**config.mk**
```make
export PLATFORM = sky130hd
export DESIGN_NAME = emrb_top
export DESIGN_NICKNAME = d
export VERILOG_FILES = /design/src/hdl/emrb_pkg.sv /design/src/hdl/emrb_top.sv
export SDC_FILE = /design/constraint.sdc
export NUM_CORES = 1
export LEC_CHECK = 0
export ABC_AREA = 0
export BUFFER_PORTS_ARGS = -buffer_cell sky130_fd_sc_hd__buf_2
export CAP_MARGIN = 0
export CORE_MARGIN = 2
export CORE_UTILIZATION = 30
export CTS_CLUSTER_DIAMETER = 150
export DETAILED_ROUTE_END_ITERATION = 6
export PLACE_DENSITY_LB_ADDON = 0.05
export SYNTH_ARGS = -nofsm -noshare
export SYNTH_HDL_FRONTEND = slang
export SYNTH_SLANG_ARGS = --single-unit
```
**constraint.sdc**
```tcl
create_clock -name clock -period 13.9 [get_ports clock]
set_clock_uncertainty 0.05 [all_clocks]
set_input_delay 1.39 -clock clock [delete_from_list [all_inputs] [get_ports clock]]
set_output_delay 1.39 -clock clock [all_outputs]
set_load 0.01 [all_outputs]
```
**src/hdl/emrb_pkg.sv**
```systemverilog
package emrb_pkg;

  // Data width of the widest register
  localparam int unsigned DATA_W = 24;
  // Register address width
  localparam int unsigned ADDR_W = 8;

  // Measurement area addresses
  localparam logic [7:0] ADR_FAST_CURRENT_RMS     = 8'h00;
  localparam logic [7:0] ADR_CURRENT_WAVE_SAMPLE  = 8'h01;
  localparam logic [7:0] ADR_VOLTAGE_WAVE_SAMPLE  = 8'h03;
  localparam logic [7:0] ADR_CURRENT_RMS_VALUE    = 8'h04;
  localparam logic [7:0] ADR_VOLTAGE_RMS_VALUE    = 8'h06;
  localparam logic [7:0] ADR_ACTIVE_POWER_VALUE   = 8'h08;
  localparam logic [7:0] ADR_ENERGY_PULSE_COUNT   = 8'h0a;
  localparam logic [7:0] ADR_PHASE_ANGLE_VALUE    = 8'h0c;
  localparam logic [7:0] ADR_INTERNAL_TEMPERATURE = 8'h0e;
  localparam logic [7:0] ADR_EXTERNAL_TEMPERATURE = 8'h0f;

  // User area addresses
  localparam logic [7:0] ADR_FAST_RMS_CONTROL     = 8'h10;
  localparam logic [7:0] ADR_CURRENT_DC_OFFSET    = 8'h11;
  localparam logic [7:0] ADR_CURRENT_RMS_OFFSET   = 8'h13;
  localparam logic [7:0] ADR_POWER_OFFSET_TRIM    = 8'h15;
  localparam logic [7:0] ADR_NO_LOAD_THRESHOLD    = 8'h17;
  localparam logic [7:0] ADR_USER_MODE_SELECT     = 8'h18;
  localparam logic [7:0] ADR_KEYED_SOFT_RESET     = 8'h19;
  localparam logic [7:0] ADR_WRITE_UNLOCK_KEY     = 8'h1a;
  localparam logic [7:0] ADR_TEMPERATURE_CONTROL  = 8'h1b;
  localparam logic [7:0] ADR_EXT_TEMP_GAIN_TRIM   = 8'h1c;
  localparam logic [7:0] ADR_EXT_TEMP_OFFSET_TRIM = 8'h1d;

  // Values after reset
  localparam logic [23:0] RST_MEAS24           = 24'h00_0000;
  localparam logic [19:0] RST_WAVE             = 20'h0_0000;
  localparam logic [15:0] RST_PHASE            = 16'h0000;
  localparam logic [9:0]  RST_TEMP             = 10'h000;
  localparam logic [15:0] RST_FAST_RMS_CONTROL = 16'hffff;
  localparam logic [7:0]  RST_TRIM8            = 8'h00;
  localparam logic [7:0]  RST_NO_LOAD          = 8'h0b;
  localparam logic [15:0] RST_USER_MODE        = 16'h0000;
  localparam logic [23:0] RST_SOFT_RESET       = 24'h00_0000;
  localparam logic [7:0]  RST_UNLOCK           = 8'h00;
  localparam logic [15:0] RST_TEMP_CONTROL     = 16'h07ff;

  // Keys
  localparam logic [23:0] SOFT_RESET_KEY = 24'h5a_5a5a;
  localparam logic [7:0]  UNLOCK_KEY     = 8'h55;

  // Field position of the fast RMS half-cycle window select
  localparam int unsigned FAST_RMS_HALF_BIT = 15;

  // Zero-cross output delay
  localparam int unsigned CLK_PERIOD_NS = 50;
  localparam int unsigned ZX_DELAY_NS   = 571000;
  localparam int unsigned ZX_DELAY_CYC  = ZX_DELAY_NS / CLK_PERIOD_NS;

  // Zero-cross delay states
  typedef enum logic [1:0] {
    EMRB_ZX_IDLE = 2'b01,
    EMRB_ZX_WAIT = 2'b10
  } emrb_zx_state_t;

endpackage

```
**src/hdl/emrb_top.sv**
```systemverilog
`timescale 1ns/100ps
module emrb_top #(
  parameter int unsigned ZX_DELAY = emrb_pkg::ZX_DELAY_CYC
) (
  input  wire logic                        clock,
  input  wire logic                        rst_n,
  // Host register port, from the serial link engine
  input  wire logic                        host_wr,
  input  wire logic                        host_rd,
  input  wire logic [emrb_pkg::ADDR_W-1:0] host_addr,
  input  wire logic [emrb_pkg::DATA_W-1:0] host_wdata,
  output logic      [emrb_pkg::DATA_W-1:0] host_rdata,
  output logic                             host_rvalid,
  // Measurement update port, from the signal processing logic
  input  wire logic                        dsp_we,
  input  wire logic [emrb_pkg::ADDR_W-1:0] dsp_addr,
  input  wire logic [emrb_pkg::DATA_W-1:0] dsp_wdata,
  input  wire logic                        energy_pulse,
  input  wire logic                        voltage_sign,
  // Interface select pin and its decoded choice
  input  wire logic                        interface_select,
  output logic                             link_is_spi,
  // Settings driven to the signal processing logic
  output logic                             fast_rms_half_cycle,
  output logic      [15:0]                 fast_rms_control,
  output logic      [7:0]                  current_dc_offset_trim,
  output logic      [7:0]                  current_rms_offset_trim,
  output logic      [7:0]                  power_offset_trim,
  output logic      [7:0]                  no_load_threshold,
  output logic      [15:0]                 user_mode_select,
  output logic      [15:0]                 temperature_control,
  output logic      [7:0]                  ext_temp_gain_trim,
  output logic      [7:0]                  ext_temp_offset_trim,
  output logic                             user_writes_enabled,
  // Delayed zero-cross pin
  output logic                             zero_cross_output
);
  import emrb_pkg::*;

  ////////////////////////////////////////////////////////////////////////
  // Reset release

  logic [1:0] rst_sync_r;   // Two-stage release chain
  logic       rst_sync_n;   // Synchronised reset used everywhere

  // Assert at once, release after two edges
  // All parts leave reset on one edge
  always_ff @(posedge clock or negedge rst_n) begin
    if (!rst_n) begin
      rst_sync_r <= 2'b00;
    end else begin
      rst_sync_r <= {rst_sync_r[0], 1'b1};
    end
  end
  // Only the last stage leaves, so release is clean
  assign rst_sync_n = rst_sync_r[1];

  ////////////////////////////////////////////////////////////////////////
  // Interface select pin

  logic [2:0] sel_sync_r;   // Three-stage pin synchroniser
  logic       sel_r;        // Accepted select level

  // Sample the pin, accept once stages two and three agree
  // Reset level matches the idle pull-down
  always_ff @(posedge clock or negedge rst_sync_n) begin
    if (!rst_sync_n) begin
      sel_sync_r <= 3'b000;
      sel_r      <= 1'b0;
    end else begin
      sel_sync_r <= {sel_sync_r[1:0], interface_select};
      // A one-cycle spike never reaches sel_r
      if (sel_sync_r[1] == sel_sync_r[2]) begin
        sel_r <= sel_sync_r[2];
      end
    end
  end
  // Low picks the UART link, high SPI
  assign link_is_spi = sel_r;

  ////////////////////////////////////////////////////////////////////////
  // Write decode

  logic [7:0] unlock_r;   // Write unlock key
  logic       unlocked;   // Unlock register holds the key
  logic       user_area;  // Address lies in the user area
  logic       user_wr;    // Accepted user-area write
  logic       unlock_wr;  // Write to the unlock register itself
  logic       soft_rst;   // Keyed soft reset strike

  // Only the exact key opens the user area
  assign unlocked  = (unlock_r == UNLOCK_KEY);
  // From the first control register to the last trim
  assign user_area = (host_addr >= ADR_FAST_RMS_CONTROL) &&
                     (host_addr <= ADR_EXT_TEMP_OFFSET_TRIM);
  // Measurement addresses never reach a write strobe
  assign user_wr   = host_wr && user_area && unlocked;
  // The unlock register must stay writable to leave the locked state
  assign unlock_wr = host_wr && (host_addr == ADR_WRITE_UNLOCK_KEY);
  // The key acts only while open; other words are just kept
  assign soft_rst  = user_wr && (host_addr == ADR_KEYED_SOFT_RESET) &&
                     (host_wdata == SOFT_RESET_KEY);
  // Lock state for the processing logic
  assign user_writes_enabled = unlocked;

  ////////////////////////////////////////////////////////////////////////
  // User area registers

  // Registers of the user area
  logic [15:0] fast_ctrl_r;    // Fast RMS control
  logic [7:0]  dc_os_r;        // Current DC offset trim
  logic [7:0]  rms_os_r;       // Current RMS offset trim
  logic [7:0]  pwr_os_r;       // Active power offset trim
  logic [7:0]  no_load_r;      // No-load threshold
  logic [15:0] mode_r;         // User mode select
  logic [23:0] soft_r;         // Last soft reset word
  logic [15:0] tctrl_r;        // Temperature control
  logic [7:0]  tgain_r;        // External sensor gain trim
  logic [7:0]  toffs_r;        // External sensor offset trim

  // Hold, load on an accepted write, or restore defaults
  always_ff @(posedge clock or negedge rst_sync_n) begin
    if (!rst_sync_n) begin
      fast_ctrl_r <= RST_FAST_RMS_CONTROL;
      dc_os_r     <= RST_TRIM8;
      rms_os_r    <= RST_TRIM8;
      pwr_os_r    <= RST_TRIM8;
      no_load_r   <= RST_NO_LOAD;
      mode_r      <= RST_USER_MODE;
      soft_r      <= RST_SOFT_RESET;
      // Power-up leaves the user area locked
      unlock_r    <= RST_UNLOCK;
      tctrl_r     <= RST_TEMP_CONTROL;
      tgain_r     <= RST_TRIM8;
      toffs_r     <= RST_TRIM8;
    end else if (soft_rst) begin
      // Keyed restore of the whole user area
      // Unlock is restored too, so the area locks
      fast_ctrl_r <= RST_FAST_RMS_CONTROL;
      dc_os_r     <= RST_TRIM8;
      rms_os_r    <= RST_TRIM8;
      pwr_os_r    <= RST_TRIM8;
      no_load_r   <= RST_NO_LOAD;
      mode_r      <= RST_USER_MODE;
      soft_r      <= RST_SOFT_RESET;
      unlock_r    <= RST_UNLOCK;
      tctrl_r     <= RST_TEMP_CONTROL;
      tgain_r     <= RST_TRIM8;
      toffs_r     <= RST_TRIM8;
    end else begin
      // Unlock register: any value stored, only the key opens
      if (unlock_wr) begin
        unlock_r <= host_wdata[7:0];
      end
      // One register per accepted write
      if (user_wr) begin
        case (host_addr)
          ADR_FAST_RMS_CONTROL:     fast_ctrl_r <= host_wdata[15:0];
          ADR_CURRENT_DC_OFFSET:    dc_os_r     <= host_wdata[7:0];
          ADR_CURRENT_RMS_OFFSET:   rms_os_r    <= host_wdata[7:0];
          ADR_POWER_OFFSET_TRIM:    pwr_os_r    <= host_wdata[7:0];
          ADR_NO_LOAD_THRESHOLD:    no_load_r   <= host_wdata[7:0];
          ADR_USER_MODE_SELECT:     mode_r      <= host_wdata[15:0];
          ADR_KEYED_SOFT_RESET:     soft_r      <= host_wdata;
          ADR_TEMPERATURE_CONTROL:  tctrl_r     <= host_wdata[15:0];
          ADR_EXT_TEMP_GAIN_TRIM:   tgain_r     <= host_wdata[7:0];
          ADR_EXT_TEMP_OFFSET_TRIM: toffs_r     <= host_wdata[7:0];
          // Holes at 0x12, 0x14 and 0x16 keep nothing
          default: ;  // Holes and the unlock register
        endcase
      end
    end
  end

  // Settings out to the processing logic
  // Straight from the registers, no added delay
  assign fast_rms_control        = fast_ctrl_r;
  // Set picks the half-cycle window
  assign fast_rms_half_cycle     = fast_ctrl_r[FAST_RMS_HALF_BIT];
  assign current_dc_offset_trim  = dc_os_r;
  assign current_rms_offset_trim = rms_os_r;
  assign power_offset_trim       = pwr_os_r;
  assign no_load_threshold       = no_load_r;
  assign user_mode_select        = mode_r;
  assign temperature_control     = tctrl_r;
  assign ext_temp_gain_trim      = tgain_r;
  assign ext_temp_offset_trim    = toffs_r;

  ////////////////////////////////////////////////////////////////////////
  // Measurement registers, written only by the processing logic

  // Processing results, zero after reset
  logic [23:0] frms_r;     // Fast current RMS
  logic [19:0] iwave_r;    // Current wave sample
  logic [19:0] vwave_r;    // Voltage wave sample
  logic [23:0] irms_r;     // Current RMS
  logic [23:0] vrms_r;     // Voltage RMS
  logic [23:0] power_r;    // Active power, signed
  logic [23:0] pcount_r;   // Energy pulse count
  logic [15:0] phase_r;    // Phase angle
  logic [9:0]  tint_r;     // Internal temperature
  logic [9:0]  text_r;     // External temperature
  logic        cnt_load;   // Processing logic loads the count

  // The count has its own process below
  assign cnt_load = dsp_we && (dsp_addr == ADR_ENERGY_PULSE_COUNT);

  // Load from the processing port only
  // One register per load cycle
  always_ff @(posedge clock or negedge rst_sync_n) begin
    if (!rst_sync_n) begin
      frms_r  <= RST_MEAS24;
      iwave_r <= RST_WAVE;
      vwave_r <= RST_WAVE;
      irms_r  <= RST_MEAS24;
      vrms_r  <= RST_MEAS24;
      power_r <= RST_MEAS24;
      phase_r <= RST_PHASE;
      tint_r  <= RST_TEMP;
      text_r  <= RST_TEMP;
    end else if (dsp_we) begin
      // Narrow registers keep the low bits
      case (dsp_addr)
        ADR_FAST_CURRENT_RMS:     frms_r  <= dsp_wdata;
        ADR_CURRENT_WAVE_SAMPLE:  iwave_r <= dsp_wdata[19:0];
        ADR_VOLTAGE_WAVE_SAMPLE:  vwave_r <= dsp_wdata[19:0];
        ADR_CURRENT_RMS_VALUE:    irms_r  <= dsp_wdata;
        ADR_VOLTAGE_RMS_VALUE:    vrms_r  <= dsp_wdata;
        ADR_ACTIVE_POWER_VALUE:   power_r <= dsp_wdata;
        ADR_PHASE_ANGLE_VALUE:    phase_r <= dsp_wdata[15:0];
        ADR_INTERNAL_TEMPERATURE: tint_r  <= dsp_wdata[9:0];
        ADR_EXTERNAL_TEMPERATURE: text_r  <= dsp_wdata[9:0];
        default: ;  // Count handled below, user area not reachable
      endcase
    end
  end

  // Energy pulse counter, load wins over a coincident pulse
  // Host writes never reach the count
  always_ff @(posedge clock or negedge rst_sync_n) begin
    if (!rst_sync_n) begin
      pcount_r <= RST_MEAS24;
    end else if (cnt_load) begin
      pcount_r <= dsp_wdata;
    end else if (energy_pulse) begin
      // Rolls over to zero past the top
      pcount_r <= pcount_r + 24'h00_0001;
    end
  end

  ////////////////////////////////////////////////////////////////////////
  // Read path, open regardless of the lock

  logic [23:0] rd_mux;   // Selected read word

  // Narrow values sit low; signed samples extend their sign
  // Unmapped addresses read as zero
  // Reads ignore the lock, state stays visible
  assign rd_mux =
    (host_addr == ADR_FAST_CURRENT_RMS)     ? frms_r :
    (host_addr == ADR_CURRENT_WAVE_SAMPLE)  ? {{4{iwave_r[19]}}, iwave_r} :
    (host_addr == ADR_VOLTAGE_WAVE_SAMPLE)  ? {{4{vwave_r[19]}}, vwave_r} :
    (host_addr == ADR_CURRENT_RMS_VALUE)    ? irms_r :
    (host_addr == ADR_VOLTAGE_RMS_VALUE)    ? vrms_r :
    (host_addr == ADR_ACTIVE_POWER_VALUE)   ? power_r :
    (host_addr == ADR_ENERGY_PULSE_COUNT)   ? pcount_r :
    (host_addr == ADR_PHASE_ANGLE_VALUE)    ? {8'h00, phase_r} :
    (host_addr == ADR_INTERNAL_TEMPERATURE) ? {14'h0000, tint_r} :
    (host_addr == ADR_EXTERNAL_TEMPERATURE) ? {14'h0000, text_r} :
    (host_addr == ADR_FAST_RMS_CONTROL)     ? {8'h00, fast_ctrl_r} :
    (host_addr == ADR_CURRENT_DC_OFFSET)    ? {16'h0000, dc_os_r} :
    (host_addr == ADR_CURRENT_RMS_OFFSET)   ? {16'h0000, rms_os_r} :
    (host_addr == ADR_POWER_OFFSET_TRIM)    ? {16'h0000, pwr_os_r} :
    (host_addr == ADR_NO_LOAD_THRESHOLD)    ? {16'h0000, no_load_r} :
    (host_addr == ADR_USER_MODE_SELECT)     ? {8'h00, mode_r} :
    (host_addr == ADR_KEYED_SOFT_RESET)     ? soft_r :
    (host_addr == ADR_WRITE_UNLOCK_KEY)     ? {16'h0000, unlock_r} :
    (host_addr == ADR_TEMPERATURE_CONTROL)  ? {8'h00, tctrl_r} :
    (host_addr == ADR_EXT_TEMP_GAIN_TRIM)   ? {16'h0000, tgain_r} :
    (host_addr == ADR_EXT_TEMP_OFFSET_TRIM) ? {16'h0000, toffs_r} :
    24'h00_0000;

  // Register the answer one edge after the request
  // The answer flag lasts one cycle
  always_ff @(posedge clock or negedge rst_sync_n) begin
    if (!rst_sync_n) begin
      host_rdata  <= 24'h00_0000;
      host_rvalid <= 1'b0;
    end else begin
      host_rvalid <= host_rd;
      // Data holds between reads
      if (host_rd) begin
        host_rdata <= rd_mux;
      end
    end
  end

  ////////////////////////////////////////////////////////////////////////
  // Zero-cross output delay

  // Fourteen bits cover the default delay
  // Longer delays need a wider counter
  localparam logic [13:0] ZX_LAST = 14'(ZX_DELAY - 1);

  emrb_zx_state_t zx_state_r;   // Delay state
  logic           sign_r;       // Previous voltage sign
  logic           zx_target_r;  // Level to show at expiry
  logic [13:0]    zx_cnt_r;     // Delay counter
  logic           zx_edge;      // Sign changed this cycle
  logic           zx_done;      // Delay has run out

  // Sign change against last cycle
  assign zx_edge = (voltage_sign != sign_r);
  assign zx_done = (zx_cnt_r == ZX_LAST);

  // Start on a crossing, show the new level once the delay ends
  // Output moves ZX_DELAY cycles after the change is seen
  always_ff @(posedge clock or negedge rst_sync_n) begin
    if (!rst_sync_n) begin
      zx_state_r        <= EMRB_ZX_IDLE;
      sign_r            <= 1'b0;
      zx_target_r       <= 1'b0;
      zx_cnt_r          <= 14'h0000;
      zero_cross_output <= 1'b0;
    end else begin
      // Keep last sign for edge detection
      sign_r <= voltage_sign;
      case (zx_state_r)
        EMRB_ZX_IDLE: begin
          if (zx_edge) begin
            // Latch the new level, start counting
            zx_target_r <= voltage_sign;
            zx_cnt_r    <= 14'h0000;
            zx_state_r  <= EMRB_ZX_WAIT;
          end
        end
        EMRB_ZX_WAIT: begin
          // Sign changes here are dropped; sign_r keeps tracking, so idle sees no edge
          if (zx_done) begin
            zero_cross_output <= zx_target_r;
            zx_state_r        <= EMRB_ZX_IDLE;
          end else begin
            zx_cnt_r <= zx_cnt_r + 14'h0001;
          end
        end
        default: begin
          // Illegal code: back to idle
          zx_state_r <= EMRB_ZX_IDLE;
        end
      endcase
    end
  end

endmodule

```
==> summary.md <==
| Metric | Value |
|---|---|
| Rel. slew slack | 18.2% |
| Crit path launch | host_wdata[1] |
| Pwr Density | 123 mW/mm^2 |
| Gate Count Post-Synth | 1630 |
| Ports | 197 |
| Die extent in y | 250 um |
| Worst-path clk slew | 0.06 ns |
| Wire length per cell | 26.0 um |
| CP startpoint kind | input pin |
| Post-DRT Antenna Nets | 0 |
| CTS Hold Buffers Added | 0 |
| Yosys reg bits | 374 |
| Most frequent cells in the layout | 342 x dfrtp_1, 254 x mux2_2, 194 x buf_2, 116 x nor2_1, 116 x nand2_1 |
| Flop pwr share | 44.7% |
| Count of final hold-check violations | 0 |
| Initial antenna violation count | 2 |
| Lkg Pwr | 10.3 nW |
| Reg2Reg Setup Slack | 10.21 ns |
| Rows | 90 |
| Post-CTS setup buffer count | 0 |
| H-tree depth | 2 |
| Switch Pwr | 669 uW |
| Failing checks | design-rule violations |
| Worst skew pair latency | 0.59 ns |
| Net count after synthesis | 1704 |
| Gr usage total | 21.6% |
| Count of cell types in the netlist | 74 |
| RD Place Congestion | 0.815 |
| Longest Clk Path Bufs | 3 |
| Detailed Route Iter0 Violations | 1098 |
| Core Area | 0.0601 mm^2 |
| Critical path arrival | 4.92 ns |
| Footprint of the multi-input gates | 0.00819 mm^2 |
| Synth Area in Compound Gates | 12.3% |
| CP endpoint | user_mode_select[7]$_DFFE_PN0P_ |
| Largest fanout on the critical path | 21 |
| Final period util | 32.4% |
| Routed WL | 68000 um |
| Worst r2r src | unlock_r[1]$_DFFE_PN0P_ |
| Mux contribution to synthesized area | 19.3% |
| Register area | 0.00940 mm^2 |
| Overflow after GRT | 0 |
| Final setup violation count | 0 |
| Setup CP Type | in -> reg |
| R2R depth | 8 |
| CTS buffer count | 46 |
| Pre-CTS setup slack | 8.61 ns |
| Avg Cell Area, Syn | 11.1 um^2 |
| Sequential cell area fraction in the yosys report | 51.7% |
| Setup TNS | 0 ns |
| Period minus WS final | 4.51 ns |
| Largest net degree at the start of global routing | 174 |
| Largest family of logic cells by synthesized area | multiplexers |
| Worst Tran Pin Value | 1.22 ns |
| Power share of the clock group | 47.9% |
| Fill cells | 6074 |
| FMAX | 0.222 GHz |
| Max VDD drop | 0.0730 mV |
| Yosys synthesis warning count | 0 |
| Internal power | 1.98 mW |
| XOR/XNOR Fraction of Synth Area | 1.59% |
| 1st-pass router iterations | 7 |
| Via density | 5.36 |
| Vias | 14000 |
| Most common cell after layout, fill and taps aside | dfrtp_1 |
| Ys async rst share | 100% |
| WP data required | 14.31 ns |
| Switching share of power | 25.2% |
| Mapped Area | 0.0182 mm^2 |
| Top FF cell, synth | dfrtp_1 |
| Max-cap viol count | 0 |
| Final worst slack | 9.39 ns |
| Final core utilization | 35.8% |
| Clock Sink Count | 374 |
| DRC viols | 12 |
| IO Port Bufs | 196 |
| Number of global-route vias before repair | 14100 |
| RSZ-0062 raised after global routing | no |
| Syn-to-layout area delta | 18.5% |
| Initial core utilization | 30.2% |
| FF-to-FF End | user_mode_select[7]$_DFFE_PN0P_ |
| Min-delay worst type | reg -> reg |
| Combinational group share of total power | 7.5% |
| Status | complete, but fails checks |
| Simple-gate share of the synthesized area | 11.5% |
| CTS tree | done |
| Post-synth EDFFs | 0 |
| Share of layout cells above drive strength 1 | 33.5% |
| Post-synthesis adder-cell area fraction | 0.193% |
| First-pass GRT wire length | 101000 um |
| Crit path capture type | flop |
| Nets | 1866 |
| Die Wd | 250 um |
| Die area | 0.0626 mm^2 |
| Clock Root Buffer | clkbuf_16 |
| Post-CTS Resized | 0 |
| Final Slew Violations | 0 |
| Hpwl dp | 46900 um |
==> critical path, stage by stage <==
cell     delay [ns]
buf_2          0.19
inv_1          0.12
nor4_1         0.79
nand4_1        0.44
buf_4          0.33
nor2_2         0.73
buf_4          0.41
nor2_1         0.21
a22o_1         0.28
==> per-layer routing <==
metal  track usage [%]  routed length, um
met3              3.61               3530
met4              4.74               1190
met1              32.1              33100
met2              32.9              30200
met5                 0                 11
==> power groups by stage <==
stage | clock (mW) | combinational [mW] | sequential (mW)
after CTS | 1.31 | 0.201 | 1.19
after global routing | 1.35 | 0.220 | 1.19
after floorplan | 0 | 0.115 | 1.20
final | 1.27 | 0.198 | 1.19
after detailed placement | 0 | 0.200 | 1.20
after global placement | 0 | 0.198 | 1.20
==> cells in the mapped netlist (all sizes together), types with 19 or more instances <==
master,count,share of area (%)
nand2b,20,0.69
o22ai,23,0.79
mux2,254,16
nand2,117,2.4
nand3,36,1.0
dfstp,31,4.5
mux2i,65,3.6
nor3,42,1.5
a21oi,79,2.2
nor2,119,2.5
o21ai,85,2.3
a22oi,24,0.99
dfrtp,343,47
buf,40,1.1
xnor2,19,0.92
clkbuf,73,1.6
inv,28,0.58
==> sequential cells by signal, indices dropped and copies added, names as in the netlist, 20 cells and up <==
signal / count
host_rdata: 24
frms_r: 24
iwave_r: 20
soft_r: 24
power_r: 24
vrms_r: 24
vwave_r: 20
pcount_r: 24
irms_r: 24
==> through the flow <==
step                power [mW]  area [um^2]  hold slack (ns)  std cells
floorplan                 1.32        18200            0.281       1630
global placement          1.40        19900            0.284       2526
detailed placement        1.40        19900            0.287       2526
CTS                       2.70        21500            0.301       2612
global route              2.77        21500            0.306       2613
finish                    2.65        21500            0.299       2613
==> worst min-delay path by stage <==
stage,from,end,slack [ns],cells past startpoint
after floorplan,rst_sync_r[0]$_DFF_PN0_,rst_sync_r[1]$_DFF_PN0_,0.28,0
after global placement,sel_sync_r[0]$_DFF_PN0_,sel_sync_r[1]$_DFF_PN0_,0.28,0
after detailed placement,sel_sync_r[0]$_DFF_PN0_,sel_sync_r[1]$_DFF_PN0_,0.29,0
after CTS,sel_sync_r[0]$_DFF_PN0_,sel_sync_r[1]$_DFF_PN0_,0.30,0
after global routing,rst_sync_r[0]$_DFF_PN0_,rst_sync_r[1]$_DFF_PN0_,0.31,0
final,rst_sync_r[0]$_DFF_PN0_,rst_sync_r[1]$_DFF_PN0_,0.30,0
==> final cells by class <==
| type | instances | share of cell area (%) |
|---|---|---|
| diodes | 1 | 0.0116 |
| clock buffers | 75 | 6.79 |
| clock inverters | 11 | 0.703 |
| inverters | 29 | 0.506 |
| multi-input cells | 1114 | 38.1 |
| flip-flops and latches | 374 | 43.7 |
| well taps | 782 | 4.54 |
| repair buffers | 227 | 5.72 |
==> logic make-up (layout without fill, tap and decap cells) <==
| group | count (synthesis) | in the layout |
|---|---|---|
| AND/OR/NAND/NOR | 422 | 422 |
| multiplexers | 319 | 319 |
| other | 1 | 2 |
| AO/OA/AOI/OAI | 336 | 336 |
| flip-flops | 374 | 374 |
| buffers and inverters | 142 | 342 |
| XOR/XNOR | 33 | 33 |
| adder cells (fa/ha/maj) | 3 | 3 |
Power figures use the tool's default switching activity.
